## config.mk

```make
export PLATFORM = sky130hd
export DESIGN_NAME = pdrc_ctrl
export DESIGN_NICKNAME = d
export VERILOG_FILES = /design/src/pdrc_ctrl.v
export VERILOG_INCLUDE_DIRS = /design/src /design/src/src
export SDC_FILE = /design/constraint.sdc
export NUM_CORES = 1
export LEC_CHECK = 0
export ABC_AREA = 1
export BUFFER_PORTS_ARGS = -buffer_cell sky130_fd_sc_hd__buf_2
export CAP_MARGIN = 20
export CORE_MARGIN = 3
export CORE_UTILIZATION = 50
export DETAILED_ROUTE_END_ITERATION = 10
export PLACE_DENSITY_LB_ADDON = 0.05
export SLEW_MARGIN = 20
export SYNTH_ARGS = -nofsm -noshare
export SYNTH_HDL_FRONTEND = slang
export SYNTH_HIERARCHICAL = 1
export SYNTH_SLANG_ARGS = --single-unit
```

## constraint.sdc

```tcl
create_clock -name clk_i -period 1.95 [get_ports clk_i]
set_input_delay 0.0975 -clock clk_i [delete_from_list [all_inputs] [get_ports clk_i]]
set_output_delay 0.0975 -clock clk_i [all_outputs]
set_load 0.03 [all_outputs]
```

## src/pdrc_map.vh

```
// pdrc_map.vh: register offsets, codes, reset values and timing for the power/reset controller
// assumes inclusion by the controller only; definitions only
`ifndef PDRC_MAP_VH
`define PDRC_MAP_VH

`define PDRC_PWR_MODE_OFS     8'h87
`define PDRC_PWR_MODE_RST     8'h00
`define PDRC_MODE_IDLE        8'h01
`define PDRC_MODE_STOP        8'h03
`define PDRC_RST_CFG_OFS      8'h88
`define PDRC_STAT_OFS         8'h89
`define PDRC_WAKE_SEL_OFS     8'h8A
`define PDRC_RST_CFG_RST      8'h00
`define PDRC_PC_RST           16'h0000
`define PDRC_ACC_RST          8'h00
`define PDRC_SP_RST           8'h07
`define PDRC_FILT_NS          2000
`define PDRC_CLK_MHZ          40
`define PDRC_FILT_CYC         ((`PDRC_FILT_NS * `PDRC_CLK_MHZ + 999) / 1000)
`define PDRC_POR_CYC          16
`define PDRC_STAT_RUN         2'h0
`define PDRC_STAT_IDLE        2'h1
`define PDRC_STAT_STOP        2'h2
`define PDRC_STAT_WAKE        2'h3

`endif

```

## src/pdrc_ctrl.v

```verilog
// pdrc_ctrl.v: power-down mode control and reset source combining for an 8-bit controller
// assumes synchronous inputs from the cpu core, interrupt logic and the reset pin pad
// How it works
// - writing 01h to the mode register enters idle and halts the cpu.
// - writing 03h to the mode register enters stop.
// - any other mode value keeps normal running.
// - the mode register clears itself when the cpu resumes: on release from idle, or after the stabilisation delay from stop.
// - in idle oscillators and peripherals keep running, only the cpu halts.
// - idle ends on any reset or enabled interrupt; software enables it beforehand.
// - a reset ending a power-down reinitialises all registers.
// - stop freezes the selected oscillator, system clock and peripheral clock.
// - stop keeps ram and register contents unchanged.
// - a running sub clock keeps the watch timer and display going in stop.
// - stop wake-up starts the interval timer as stabilisation delay.
// - only listed sources release stop: reset, event timers, serial, ext irq, watch, watchdog.
// - with global enable set, an enabled interrupt wakes and vectors.
// - with global enable clear, an enabled interrupt still wakes stop.
// - in stop general timers halt unless in event counter mode.
// - in stop serial units run only on an external clock.
// - in stop interval timer, converter and tone stop; watchdog unless rc-clocked.
// - reset loads pc 0000h, accumulator 00h, stack 07h, peripheral clock on.
// - five reset sources: pin, power-on, watchdog, low voltage, debugger.
// - low pulses on the reset input shorter than about 2us are ignored.
// - an internal reset is generated at power rise.
`timescale 1ns/1ps
`include "pdrc_map.vh"

module pdrc_ctrl #(
  parameter FILT_CYC = `PDRC_FILT_CYC,
  parameter POR_CYC  = `PDRC_POR_CYC
) (
  // clock and power-up reset
  input  wire        clk_i,
  input  wire        rst_b_i,
  // register port
  input  wire [7:0]  reg_addr_i,
  input  wire [7:0]  reg_wdata_i,
  input  wire        reg_wr_i,
  input  wire        reg_rd_i,
  output reg  [7:0]  reg_rdata_o,
  // reset sources
  input  wire        external_reset_pin_n_i,
  input  wire        watchdog_overflow_i,
  input  wire        watchdog_enable_bit_i,
  input  wire        low_voltage_detect_i,
  input  wire        low_voltage_reset_enable_bit_i,
  input  wire        on_chip_debugger_reset_i,
  // interrupts
  input  wire [7:0]  irq_pending_i,
  input  wire [7:0]  irq_enable_i,
  input  wire        global_interrupt_enable_i,
  // peripheral configuration
  input  wire        sub_clock_running_i,
  input  wire [4:0]  timer_event_mode_i,
  input  wire        serial_ext_clk_i,
  input  wire [1:0]  universal_serial_units_ext_clk_i,
  input  wire        watchdog_rc_oscillator_sel_i,
  input  wire        interval_timer_ovf_i,
  // cpu and system outputs
  output wire        cpu_halt_o,
  output reg         sys_reset_o,
  output reg  [15:0] pc_reset_val_o,
  output reg  [7:0]  acc_reset_val_o,
  output reg  [7:0]  sp_reset_val_o,
  output reg         irq_vector_o,
  output reg         resume_next_o,
  // clock and peripheral gating
  output wire        osc_run_o,
  output wire        sys_clk_en_o,
  output wire        periph_clk_en_o,
  output wire        watch_timer_en_o,
  output wire        display_en_o,
  output wire [4:0]  timer_run_o,
  output wire        serial_run_o,
  output wire [1:0]  universal_serial_units_run_o,
  output wire        interval_timer_run_o,
  output wire        converter_run_o,
  output wire        tone_output_unit_run_o,
  output wire        watchdog_timer_run_o,
  output reg         stab_start_o
);

  localparam ST_RUN  = 2'h0;
  localparam ST_IDLE = 2'h1;
  localparam ST_STOP = 2'h2;
  localparam ST_WAKE = 2'h3;

  reg  [7:0]  pwr_mode_q;
  reg  [7:0]  wake_sel_q;
  reg  [1:0]  state_q;
  reg  [1:0]  state_d;
  reg  [15:0] filt_cnt_q;
  reg         pin_rst_q;
  reg  [15:0] por_cnt_q;
  reg  [4:0]  src_q;
  wire        int_reset;
  wire        wake_irq;
  wire        stop_wake;
  wire        in_stop;

  // power-on reset stretch: held after release so the core sees a clean reset
  // power-up reset
  always @(posedge clk_i)
  begin
    if (!rst_b_i)
      por_cnt_q <= 16'h0000;
    else if (por_cnt_q != POR_CYC[15:0])
      por_cnt_q <= por_cnt_q + 16'h0001;
  end

  // pin filter: a low must persist FILT_CYC cycles; shorter dips are noise
  // pin noise filter
  always @(posedge clk_i)
  begin
    if (!rst_b_i)
    begin
      filt_cnt_q <= 16'h0000;
      pin_rst_q  <= 1'b0;
    end
    else if (external_reset_pin_n_i)
    begin
      filt_cnt_q <= 16'h0000;
      pin_rst_q  <= 1'b0;
    end
    else if (filt_cnt_q >= FILT_CYC[15:0] - 16'h0001)
      pin_rst_q  <= 1'b1;
    else
      filt_cnt_q <= filt_cnt_q + 16'h0001;
  end

  assign int_reset = (por_cnt_q != POR_CYC[15:0]) | pin_rst_q |
                     (watchdog_overflow_i & watchdog_enable_bit_i) |
                     (low_voltage_detect_i & low_voltage_reset_enable_bit_i) |
                     on_chip_debugger_reset_i;

  assign wake_irq  = |(irq_pending_i & irq_enable_i);
  assign stop_wake = |(irq_pending_i & irq_enable_i & wake_sel_q);

  always @*
  begin
    state_d = state_q;
    case (state_q)
      ST_RUN:
        if (pwr_mode_q == `PDRC_MODE_IDLE)
          state_d = ST_IDLE;
        else if (pwr_mode_q == `PDRC_MODE_STOP)
          state_d = ST_STOP;
      ST_IDLE:
        if (wake_irq)
          state_d = ST_RUN;
      ST_STOP:
        if (stop_wake)
          state_d = ST_WAKE;
      ST_WAKE:
        if (interval_timer_ovf_i)
          state_d = ST_RUN;
      default:
        state_d = ST_RUN;
    endcase
  end

  always @(posedge clk_i)
  begin
    if (!rst_b_i || int_reset)
    begin
      state_q         <= ST_RUN;
      pwr_mode_q      <= `PDRC_PWR_MODE_RST;
      wake_sel_q      <= 8'hFF;
      sys_reset_o     <= 1'b1;
      pc_reset_val_o  <= `PDRC_PC_RST;
      acc_reset_val_o <= `PDRC_ACC_RST;
      sp_reset_val_o  <= `PDRC_SP_RST;
      irq_vector_o    <= 1'b0;
      resume_next_o   <= 1'b0;
      stab_start_o    <= 1'b0;
    end
    else
    begin
      state_q       <= state_d;
      sys_reset_o   <= 1'b0;
      irq_vector_o  <= 1'b0;
      resume_next_o <= 1'b0;
      stab_start_o  <= (state_q == ST_STOP) && (state_d == ST_WAKE);
      if (state_q != ST_RUN && state_d == ST_RUN)
      begin
        pwr_mode_q <= `PDRC_PWR_MODE_RST;
        irq_vector_o  <= global_interrupt_enable_i;
        resume_next_o <= ~global_interrupt_enable_i;
      end
      else if (reg_wr_i && state_q == ST_RUN)
      begin
        if (reg_addr_i == `PDRC_PWR_MODE_OFS)
          pwr_mode_q <= reg_wdata_i;
        if (reg_addr_i == `PDRC_WAKE_SEL_OFS)
          wake_sel_q <= reg_wdata_i;
      end
    end
  end

  // read data in the cycle after the strobe; unmapped reads zero
  always @(posedge clk_i)
  begin
    if (!rst_b_i)
      reg_rdata_o <= 8'h00;
    else if (reg_rd_i)
      case (reg_addr_i)
        `PDRC_PWR_MODE_OFS: reg_rdata_o <= pwr_mode_q;
        `PDRC_STAT_OFS:     reg_rdata_o <= {2'h0, src_q[4:1], state_q};
        `PDRC_WAKE_SEL_OFS: reg_rdata_o <= wake_sel_q;
        default:            reg_rdata_o <= 8'h00;
      endcase
    else
      reg_rdata_o <= 8'h00;
  end

  // latched reset cause, shown in status bits 5:2 (pin, watchdog, low volt, debugger)
  always @(posedge clk_i)
  begin
    if (!rst_b_i)
      src_q <= 5'h01;
    else if (int_reset)
      src_q <= {on_chip_debugger_reset_i,
                low_voltage_detect_i & low_voltage_reset_enable_bit_i,
                watchdog_overflow_i & watchdog_enable_bit_i, pin_rst_q, 1'b0};
  end

  assign in_stop = (state_q == ST_STOP);

  assign cpu_halt_o      = (state_q != ST_RUN);
  pdrc_gate #(.WIDTH(1)) osc_gate_i (
    .stop_i (in_stop),
    .keep_i (1'b0),
    .run_o  (osc_run_o)
  );

  pdrc_gate #(.WIDTH(1)) sys_clk_gate_i (
    .stop_i (in_stop),
    .keep_i (1'b0),
    .run_o  (sys_clk_en_o)
  );

  pdrc_gate #(.WIDTH(1)) periph_clk_gate_i (
    .stop_i (in_stop),
    .keep_i (1'b0),
    .run_o  (periph_clk_en_o)
  );

  pdrc_gate #(.WIDTH(1)) watch_gate_i (
    .stop_i (in_stop),
    .keep_i (sub_clock_running_i),
    .run_o  (watch_timer_en_o)
  );

  pdrc_gate #(.WIDTH(1)) display_gate_i (
    .stop_i (in_stop),
    .keep_i (sub_clock_running_i),
    .run_o  (display_en_o)
  );

  pdrc_gate #(.WIDTH(5)) timer_gate_i (
    .stop_i (in_stop),
    .keep_i (timer_event_mode_i),
    .run_o  (timer_run_o)
  );

  pdrc_gate #(.WIDTH(1)) serial_gate_i (
    .stop_i (in_stop),
    .keep_i (serial_ext_clk_i),
    .run_o  (serial_run_o)
  );

  pdrc_gate #(.WIDTH(2)) usu_gate_i (
    .stop_i (in_stop),
    .keep_i (universal_serial_units_ext_clk_i),
    .run_o  (universal_serial_units_run_o)
  );

  pdrc_gate #(.WIDTH(1)) interval_gate_i (
    .stop_i (in_stop),
    .keep_i (1'b0),
    .run_o  (interval_timer_run_o)
  );

  pdrc_gate #(.WIDTH(1)) converter_gate_i (
    .stop_i (in_stop),
    .keep_i (1'b0),
    .run_o  (converter_run_o)
  );

  pdrc_gate #(.WIDTH(1)) tone_gate_i (
    .stop_i (in_stop),
    .keep_i (1'b0),
    .run_o  (tone_output_unit_run_o)
  );

  // rc-clocked watchdog has its own oscillator, so it may outlive the system clock
  pdrc_gate #(.WIDTH(1)) watchdog_gate_i (
    .stop_i (in_stop),
    .keep_i (watchdog_rc_oscillator_sel_i),
    .run_o  (watchdog_timer_run_o)
  );

endmodule

// one gated run enable: all ones while running, the keep-alive input while stopped
module pdrc_gate #(
  parameter WIDTH = 1
) (
  // stop state and keep-alive condition
  input  wire             stop_i,
  input  wire [WIDTH-1:0] keep_i,
  // resulting run enable
  output wire [WIDTH-1:0] run_o
);

  assign run_o = stop_i ? keep_i : {WIDTH{1'b1}};

endmodule

```

# [Word-level counts from Yosys, hierarchy flattened]
# Index checks and enable logic that the tools add are counted.
[totals] reg_bits=68 out_inout_bits=62 word_cells=66 in_bits=54
[classes] eq_ne=10 bitwise_logic=11 magnitude_cmp=1 n_addsub=2 reduce_logical=16 n_mux=14
[op_table] cell="adder 16 x 1 -> 16 bit, second input constant" n=2
[op_table] cell="equality test 8 bit, second input constant" n=3
[op_table] cell="one-hot mux 8 bit (3 select lines)" n=1
[op_table] cell="bitwise AND 8 bit" n=2
[op_table] cell=">= comparator 16 x 7 -> 1 bit, second input constant" n=1
[op_table] cell="!= test 16 x 5 -> 1 bit, second input constant" n=1
[op_table] cell="OR reduction 8 bit" n=2
[op_table] cell="2-to-1 mux 2 bit" n=6
[op_table] cell="equality test 8 x 1 -> 1 bit, second input constant" n=1
[op_table] cell="equality test 8 x 2 -> 1 bit, second input constant" n=1
[op_table] cell="one-hot mux 2 bit (4 select lines)" n=1
[op_table] cell="equality test 2 bit, second input constant" n=3
[op_table] cell="OR reduction 2 bit" n=3
[op_table] cell="2-to-1 mux 1 bit" n=5
[op_table] cell="2-to-1 mux 5 bit" n=1
[op_table] cell="zero test 2 bit" n=2
[op_table] cell="bitwise OR 1 bit" n=4
[op_table] cell="AND reduction 2 bit" n=2
[op_table] cell="logical AND 1 bit" n=3
[op_table] cell="inverter 1 bit" n=3
[op_table] cell="AND reduction 3 bit" n=1
[op_table] cell="bitwise AND 1 bit" n=2
[op_table] cell="equality test 2 x 1 -> 1 bit, second input constant" n=1
[op_table] cell="nonzero test 2 bit" n=1
[op_table] cell="other kinds (2)" n=2

# [Longest topological paths before layout]
# Gate-level depths: netlist of run 1.
[logic_depth] ltp_word=9 ltp_mapped=11

# [Modules after synthesis]
# Netlist of run 1, hierarchy kept.
[modules_own_cells] mod="pdrc_ctrl" area_each_um2=3288.2 n_inst=1 cells_per_inst=458
[modules_own_cells] mod="pdrc_gate at converter_gate_i ..." area_each_um2=7.5 n_inst=10 cells_per_inst=2
[modules_own_cells] mod="pdrc_gate at timer_gate_i" area_each_um2=37.5 n_inst=1 cells_per_inst=10
[modules_own_cells] mod="pdrc_gate at usu_gate_i" area_each_um2=15.0 n_inst=1 cells_per_inst=4

# [Worst setup path after synthesis of run 1]
# OpenSTA, ideal clock, no wires.
[synth_path] kind="register -> register" start="register state_q[1]" end="register pwr_mode_q[0]" t_required_ns=1.883 slack_ns=0.282 synth_period_minus_slack_ns=1.668 stages_incl_launch_ff=9 setup_time_ns=0.067 arrival_time_ns=1.602 cell_sequence="dfxtp_1 > inv_1 > nor2_1 > inv_1 > nand2_1 > a21oi_1 > nand3_1 > nand2_1 > nor2_1"
[synth_via] elab_cells_between_ends=16 classes_between="eq/ne (3); mux (6); reduce/logical (7)"
[synth_lines] element="from (decl)" line="pdrc_ctrl.v:90" rtl="reg [1:0] state_q;"
[synth_lines] element="from (signal assigned)" line="pdrc_ctrl.v:179" rtl="state_q <= state_d;"
[synth_lines] element="equality test 2 bit"
[synth_lines] element="named net in_stop" line="pdrc_ctrl.v:99" rtl="wire in_stop;"
[synth_lines] element="one-hot mux 2 bit (4 select lines)" line="pdrc_ctrl.v:142" rtl="case (state_q)"
[synth_lines] element="zero test 2 bit" line="pdrc_ctrl.v:184" rtl="if (state_q != ST_RUN && state_d == ST_RUN)"
[synth_lines] element="logical AND 1 bit" line="pdrc_ctrl.v:184"
[synth_lines] element="OR reduction 2 bit (no line)"
[synth_lines] element="to (signal assigned)" line="pdrc_ctrl.v:167" rtl="pwr_mode_q <= `PDRC_PWR_MODE_RST;"
[synth_lines] element="to (signal assigned)" line="pdrc_ctrl.v:186" rtl="pwr_mode_q <= `PDRC_PWR_MODE_RST;"
[synth_lines] element="to (signal assigned)" line="pdrc_ctrl.v:193" rtl="pwr_mode_q <= reg_wdata_i;"
[synth_lines] element="to (decl)" line="pdrc_ctrl.v:88" rtl="reg [7:0] pwr_mode_q;"
# The timed path passes the listed nets, and every way through them passes these cells.
# A chain may end at the register's enable or synchronous reset.

# [Worst setup path in the final report of run 1]
[layout_path] start="register por_cnt_q[0]" end="register por_cnt_q[14]"
[layout_via] elab_chain_cells=1 elab_cells_between_ends=2 classes_between="add/sub (1); eq/ne (1)"
[layout_lines] element="from (decl)" line="pdrc_ctrl.v:94" rtl="reg [15:0] por_cnt_q;"
[layout_lines] element="from (signal assigned)" line="pdrc_ctrl.v:108" rtl="por_cnt_q <= por_cnt_q + 16'h0001;"
[layout_lines] element="adder 16 x 1 -> 16 bit or != test 16 x 5 -> 1 bit (tied branches)" line="pdrc_ctrl.v:108, pdrc_ctrl.v:107"
# Parallel ways exist; a longest one is shown, timed or not.

==> impl_metrics.csv, run 1 <==
group,metric,value,unit
sta,tns,0,ps
layout,final_util,61.7,%
synthesis,yosysSeqAreaShare,39.3,%
drt,wl,7220,um
sta,rsz0062_at_grt,"no",
clock_network,cts_buffers,9,
placed_design,post_dp_cell_area,3810,um2
placed_design,dp_hpwl,5640,um
die,io_pins,116,
sta,hold_ws,24.4,ps
synthesis,synth_area_leaders,"dfxtp_1, nand2_1, inv_1",
pwr,p_per_area,684,nW/um2
sta,clock_skew,7.37,ps
worst_setup_path,cp_max_fo,5,
global_routing,grt_pass1_wl,12000,um
job,maxCapViolations,0,
sta,fmax,0.624,GHz
worst_setup_path,rr_startpoint,"por_cnt_q[0]",
synthesis,syn_inst,492,
layout,layout.nets,647,
synthesis,synth_ff_type,"dfxtp_1",
layout,fillers,618,
placed_design,routabilityCongestion,0.791,
synthesis,yosysTopAreaCell,"dfxtp_1",
synthesis,synth_top_family_by_area,"simple AND/OR/NAND/NOR gates",
die,core-area,6490,um2
synthesis,synthAdderAreaFrac,1.10,%
synthesis,muxShareOfSynthArea,0,%
sta,finalMaxSlewViolations,0,
outcome,outcome,"completed",
clock_network,worstSkewPairLatency,340,ps
global_routing,grt_remaining_overflow,0,
global_routing,antenna_found_initial,0,
worst_setup_path,worstSetupPathType,"flip-flop to flip-flop",
drt,viasPerCell,4.60,
clock_network,cts.clk_slew.worst_paths,70,ps
worst_setup_path,rrSetupSlack,350,ps
layout,fin_area,4010,um2
synthesis,yosysMostFrequentCell,"nand2_1",
synthesis,syn_avg_cell_area,6.94,um2
synthesis,synthTopCellsByCount,"nand2_1, inv_1, dfxtp_1",
sta,hold_viol,0,
sta,final.period_utilization,82.2,%
drt,dr.pass1.iters,4,
placed_design,preCtsSetupSlack,366,ps
clock_network,cts_htree_levels,3,
layout,area_delta_synth_final,17.4,%
pwr,leakagePower,1.99,nW
global_routing,grt_pass1_vias,2694,
clock_network,clockBufferDepth,2,
worst_setup_path,r2r_end,"por_cnt_q[14]",
synthesis,ys_ff_latch,67,
worst_setup_path,worstSetupEndpointType,"flip-flop",
clock_network,ctsResizeCount,0,
clock_network,post_cts_buffers,0,
die,initial_core_util,52.6,%
synthesis,synth_xor_area_share,1.28,%
synthesis,synth_top_area_share,39.3,%
worst_setup_path,cp.required,2220,ps
worst_setup_path,rr_worst_depth,11,
global_routing,grt_max_degree,18,
die,core.rowCount,29,
layout,num_antenna_cells,0,
worst_setup_path,arrival,1880,ps
worst_hold_path,hp-class,"input port to flip-flop",
die,dieArea,7860,um2
clock_network,root_buffer,"clkbuf_8",
pwr,vdd_ir_drop_max,0.000479,V
die,die_w,88.7,um
placed_design,portBuffers,83,
sta,finalCriticalPeriod,1600,ps
drt,vias,3088,
sta,layout_setup_ws,347,ps
clock_network,cts_sinks,67,
layout,layout-drive-gt1-share,20.7,%
worst_hold_path,min_path_cells,4,
synthesis,synth_area,3420,um2
synthesis,synth_compound_area_share,11.1,%
drt,drc,0,
clock_network,cts_tree,"done",
drt,drtIter0Drc,126,
global_routing,grt_usage,19.6,%
worst_hold_path,min-delay-start,"external_reset_pin_n_i",
worst_hold_path,worst_hold_path.endpoint,"pin_rst_q",
synthesis,yosys_warnings,6,
worst_setup_path,cp-start-kind,"flip-flop",
drt,drtAntennaViolNets,0,
synthesis,synth_simple_gate_area_share,29.2,%
drt,wire_per_inst,10.7,um
synthesis,ys_types,33,
synthesis,synth-edff-count,0,
sta,setup_viol,0,
die,die_h,88.7,um
synthesis,synthArstFlopShare,0,%
## metrics by stage
step,instances,total power [W]
after global placement,655,0.00166
after detailed placement,655,0.00166
after CTS,672,0.00277
after global routing,672,0.00286
final,672,0.00274
after floorplan,528,0.00163
## area by class of cell
class | instances | area [um2] | share of cell area (%)
multi-input cells | 337 | 1600 | 39.9
flip-flops and latches | 67 | 1340 | 33.5
repair buffers | 88 | 455 | 11.4
inverters | 87 | 328 | 8.18
clock buffers | 14 | 153 | 3.81
well taps | 77 | 96.3 | 2.40
clock inverters | 2 | 35.0 | 0.874
## per-layer routing
layer  GRT usage (%)  part of all wire (%)  vias to the layer above
li1                -                     -                     1649
met1            25.7                    47                     1341
met2            31.2                    46                       90
met3            5.96                   6.4                        8
met4            5.36                  0.98                        0
met5               0                     0                        -
## cell usage in the layout, fill, tap and decap left out
| cell type | n |
|---|---|
| clkinv_2 | 2 |
| buf_4 | 4 |
| o22ai_1 | 1 |
| xnor2_1 | 1 |
| inv_1 | 80 |
| clkbuf_8 | 10 |
| o211ai_2 | 8 |
| nand2_4 | 1 |
| a31oi_1 | 1 |
| xor2_1 | 4 |
| nor2_2 | 2 |
| o211ai_1 | 1 |
| nand3_1 | 35 |
| a21oi_1 | 25 |
| ha_1 | 3 |
| inv_2 | 6 |
| nor3_1 | 5 |
| nand3_4 | 1 |
| nor3_4 | 2 |
| o21ai_1 | 9 |
| nand4_1 | 3 |
| and2_1 | 1 |
| bufinv_16 | 1 |
| nand3b_1 | 2 |
| a22o_1 | 2 |
| clkbuf_1 | 4 |
| nor2_4 | 1 |
| dlygate4sd3_1 | 1 |
| dfxtp_1 | 67 |
| conb_1 | 38 |
| nor2_1 | 57 |
| o21ai_0 | 14 |
| buf_2 | 83 |
| nand2_1 | 118 |
| nor3_2 | 1 |
| nand2_2 | 1 |
## worst max path at each step
stage,slack (ps),end,cells past startpoint,from
2_1_floorplan,280,pwr_mode_q[0],8,state_q[1]
3_3_place_gp,440,wake_sel_q[7],8,por_cnt_q[0]
3_5_place_dp,370,por_cnt_q[14],11,por_cnt_q[0]
4_1_cts,330,por_cnt_q[14],11,por_cnt_q[0]
5_1_grt,90,por_cnt_q[14],11,por_cnt_q[0]
6_report,350,por_cnt_q[14],11,por_cnt_q[0]
## kinds of logic after synthesis
group | after synthesis
AOI/OAI and AO/OA | 61
xor gates and xnor gates | 5
adders and majority gates | 3
buffers and inverters | 124
DFF | 67
other | 2
and+or+nand+nor | 230
## report_power, final
group          switching (W)  total (W)  internal (W)
Combinational       0.000172   0.000245     0.0000737
Clock               0.000486    0.00111      0.000626
Sequential        0.00000756    0.00139       0.00138
Total               0.000665    0.00274       0.00208
## worst max-delay path, cell delays in order (launching register included)
cell,delay [ps]
dfxtp_1,380
ha_1,190
nand2_1,70
inv_1,90
nand3_1,110
nor2_1,220
nand2_1,130
inv_2,100
nand2_1,50
nand2_1,60
inv_1,40
nor2_1,90
## sequential cells by signal (all words and copies together) (netlist names)
name and cells:
pwr_mode_q 8, pin_rst_q 1, sys_reset_o 1, resume_next_o 1, filt_cnt_q 16, stab_start_o 1, src_q 4, wake_sel_q 8
reg_rdata_o 8, state_q 2, irq_vector_o 1, por_cnt_q 16
## repair_timing
item	CTS	global route
hold buffers	1	0
endpoints found under the setup margin	0	0
endpoints found under the hold margin	2	0
Power figures use the tool's default switching activity.
==> run 2: changes to the inputs <==
- ABC_AREA: 1 -> 0
- CORE_UTILIZATION: 50 -> 45
- clock period: 1.95 -> 1.3 ns (I/O delays scaled with it)
==> run 2 against run 1 <==
Against the previous run: the run now ends with setup timing left; first-iteration DRC count rose by 26%; design area rose by 31%; synthesized area fell by 6.5%; sequential power rose by 50%; total power rose by 72%; largest cell class unchanged; highest routed layer unchanged.
==> impl_metrics.csv, run 2 <==
group,metric,value,unit
clock_network,root_buffer,"clkbuf_8",
sta,finalMaxSlewViolations,0,
drt,drtIter0Drc,159,
job,maxCapViolations,0,
worst_setup_path,cp.required,1520,ps
synthesis,synth_area_leaders,"dfxtp_1, buf_4, mux2i_1",
sta,slew-limit-headroom,50.7,%
global_routing,grt_remaining_overflow,0,
synthesis,synth_ff_type,"dfxtp_1",
drt,drc,0,
sta,clock_skew,10.9,ps
drt,wire_per_inst,16.3,um
sta,fmax,0.613,GHz
global_routing,antenna_found_initial,0,
clock_network,clockBufferDepth,2,
worst_setup_path,worstSetupPathType,"flip-flop to flip-flop",
sta,finalCriticalPeriod,1630,ps
placed_design,post_dp_cell_area,4030,um2
die,die_w,90.3,um
synthesis,synth-edff-count,0,
outcome,violations,"setup timing",
global_routing,grt_usage,21.9,%
synthesis,yosysTopAreaCell,"dfxtp_1",
worst_setup_path,cp-start-kind,"flip-flop",
worst_setup_path,crit_chain,"inv_2, ha_4, nor4b_4, and4_4, and2_4, inv_8, a2111oi_4",
worst_setup_path,rr_worst_depth,7,
placed_design,dp.cells,576,
synthesis,synthArstFlopShare,0,%
outcome,outcome,"complete, but fails checks",
pwr,power,0.00473,W
synthesis,synthTopCellsByCount,"dfxtp_1, buf_4, nor2_1",
synthesis,syn_avg_cell_area,9.15,um2
layout,final-instance-count-excl-fill,628,
layout,fin_area,5250,um2
drt,viasPerCell,5.16,
worst_setup_path,max_stage_delay,340,ps
die,core-area,6830,um2
die,core.rowCount,30,
drt,vias,3242,
clock_network,cts_buffers,9,
sta,final.period_utilization,125,%
global_routing,grt_max_degree,13,
die,initial_core_util,46.8,%
layout,num_antenna_cells,0,
drt,drtAntennaViolNets,0,
die,dieArea,8150,um2
worst_setup_path,crit_family,"simple AND/OR/NAND/NOR gates",
worst_setup_path,cp.depth,7,
sta,layout_setup_ws,-331,ps
layout,area_delta_synth_final,64.4,%
placed_design,dp_hpwl,5920,um
layout,reg_top3,"filt_cnt_q: 16 flops, por_cnt_q: 16 flops",
synthesis,yosys_warnings,6,
pwr,leakagePower,2.38,nW
worst_setup_path,arrival,1850,ps
layout,final_common_cell,"buf_2",
pwr,vdd_ir_drop_max,0.000751,V
placed_design,portBuffers,83,
layout,layout_common_cells,"buf_2, buf_4, dfxtp_1",
synthesis,yosysSeqAreaShare,42.0,%
global_routing,grt_pass1_wl,14600,um
synthesis,syn_inst,349,
clock_network,cts.clk_slew.worst_paths,70,ps
drt,wl,10200,um
worst_setup_path,worstSetupEndpointType,"flip-flop",
pwr,p_per_area,900,nW/um2
worst_hold_path,hp-class,"input port to flip-flop",
worst_setup_path,critPathBufInv,2,
sta,hold_viol,0,
worst_setup_path,cp_max_fo,7,
sta,rsz0062_at_grt,"yes",
worst_setup_path,cpMaxStageDelayCell,"dfxtp_2",
placed_design,routabilityCongestion,0.814,
synthesis,ys_ff_latch,67,
synthesis,ys_types,54,
global_routing,grt_pass1_vias,2990,
die,die_h,90.3,um
clock_network,cts_htree_levels,3,
die,io_pins,116,
clock_network,cts_sinks,67,
layout,layout.nets,584,
worst_hold_path,min_path_cells,3,
synthesis,synth_top_area_share,42.0,%
layout,final_util,76.8,%
synthesis,yosysMostFrequentCell,"dfxtp_1",
layout,layout-drive-gt1-share,51.5,%
sta,setup_viol,60,
sta,tns,-11210,ps
sta,worst_pin_slew,732,ps
synthesis,synth_area,3190,um2
clock_network,cts_tree,"done",
clock_network,worstSkewPairLatency,340,ps
drt,dr.pass1.iters,7,
[run 2: cell types whose count changed after synthesis, sizes merged, moves of 6 or more]
| cell | previous run | this run |
|---|---|---|
| nand2 | 120 | 18 |
| inv | 86 | 11 |
| nor2 | 60 | 26 |
| nand2b | 0 | 20 |
| mux2i | 0 | 19 |
| nand3 | 36 | 18 |
| o21ai | 23 | 8 |
| a21oi | 25 | 13 |
| and2 | 1 | 11 |
| o211ai | 9 | 1 |
| or3 | 0 | 7 |
| a22oi | 0 | 6 |
[run 2: kinds of logic (layout without fill, tap and decap cells)]
group | Yosys count | in the layout | synth area share, %
adders and majority gates | 3 | 3 | 1.18
xor gates and xnor gates | 10 | 10 | 2.74
muxes | 19 | 19 | 5.95
and+or+nand+nor | 147 | 147 | 26.8
buffers and inverters | 54 | 201 | 10.6
DFF | 67 | 67 | 42.0
AOI/OAI and AO/OA | 47 | 47 | 10.5
other | 2 | 38 | 0.235
[run 2: final timing paths]
check / startpoint / endpoint / slack (ps)
hold reg to reg: filt_cnt_q[8] / filt_cnt_q[8] / 460
setup reg to reg: por_cnt_q[1] / stab_start_o / -330
hold / removal: watchdog_enable_bit_i / src_q[2] / 20
setup / recovery: por_cnt_q[1] / stab_start_o / -330
[run 2: layout make-up]
cell class,count,area (um2)
clock inverters,6,113
multi-input cells,264,2120
well taps,96,120
flip-flops and latches,67,1370
repair buffers,173,1330
repair inverters,1,8.76
fillers,472,1580
clock buffers,10,138
inverters,11,48.8
[run 2: through the flow]
stage	worst slack, ps	hold slack (ps)
final	-331	20.9
after global routing	-394	21.4
after CTS	-272	2.32
after detailed placement	-317	260
after global placement	-249	257
after floorplan	-251	135
[run 2: power breakdown]
part / switching [W] / leakage (nW) / internal (W) / total (W)
sequential: 0.0000144 / 0.549 / 0.00206 / 0.00208
clock: 0.000818 / 0.126 / 0.00133 / 0.00215
combinational: 0.000285 / 1.70 / 0.000215 / 0.000500
[run 2: repair_timing]
item                                    in CTS  in global routing
pin swaps                                   27                 18
hold endpoints to repair                    12                  0
gates resized for setup                    100                 58
hold buffers                                12                  0
setup buffers                               11                 13
cloned                                       3                  0
endpoints found under the setup margin      61                 65
[run 2: worst register-to-register path, stage by stage, from the launching register on]
cell and delay [ps]:
dfxtp_2 340, inv_2 70, ha_4 120, nor4b_4 160, and4_4 260, and2_4 230
inv_8 70, a2111oi_4 260
[run 2: metal layers]
| metal | wire (um) | vias up | GRT usage (%) |
|---|---|---|---|
| li1 | - | 1536 | - |
| met1 | 3910 | 1523 | 26.7 |
| met2 | 5200 | 150 | 37.3 |
| met3 | 692 | 33 | 4.83 |
| met4 | 417 | 0 | 9.18 |
| met5 | 0 | - | 0 |
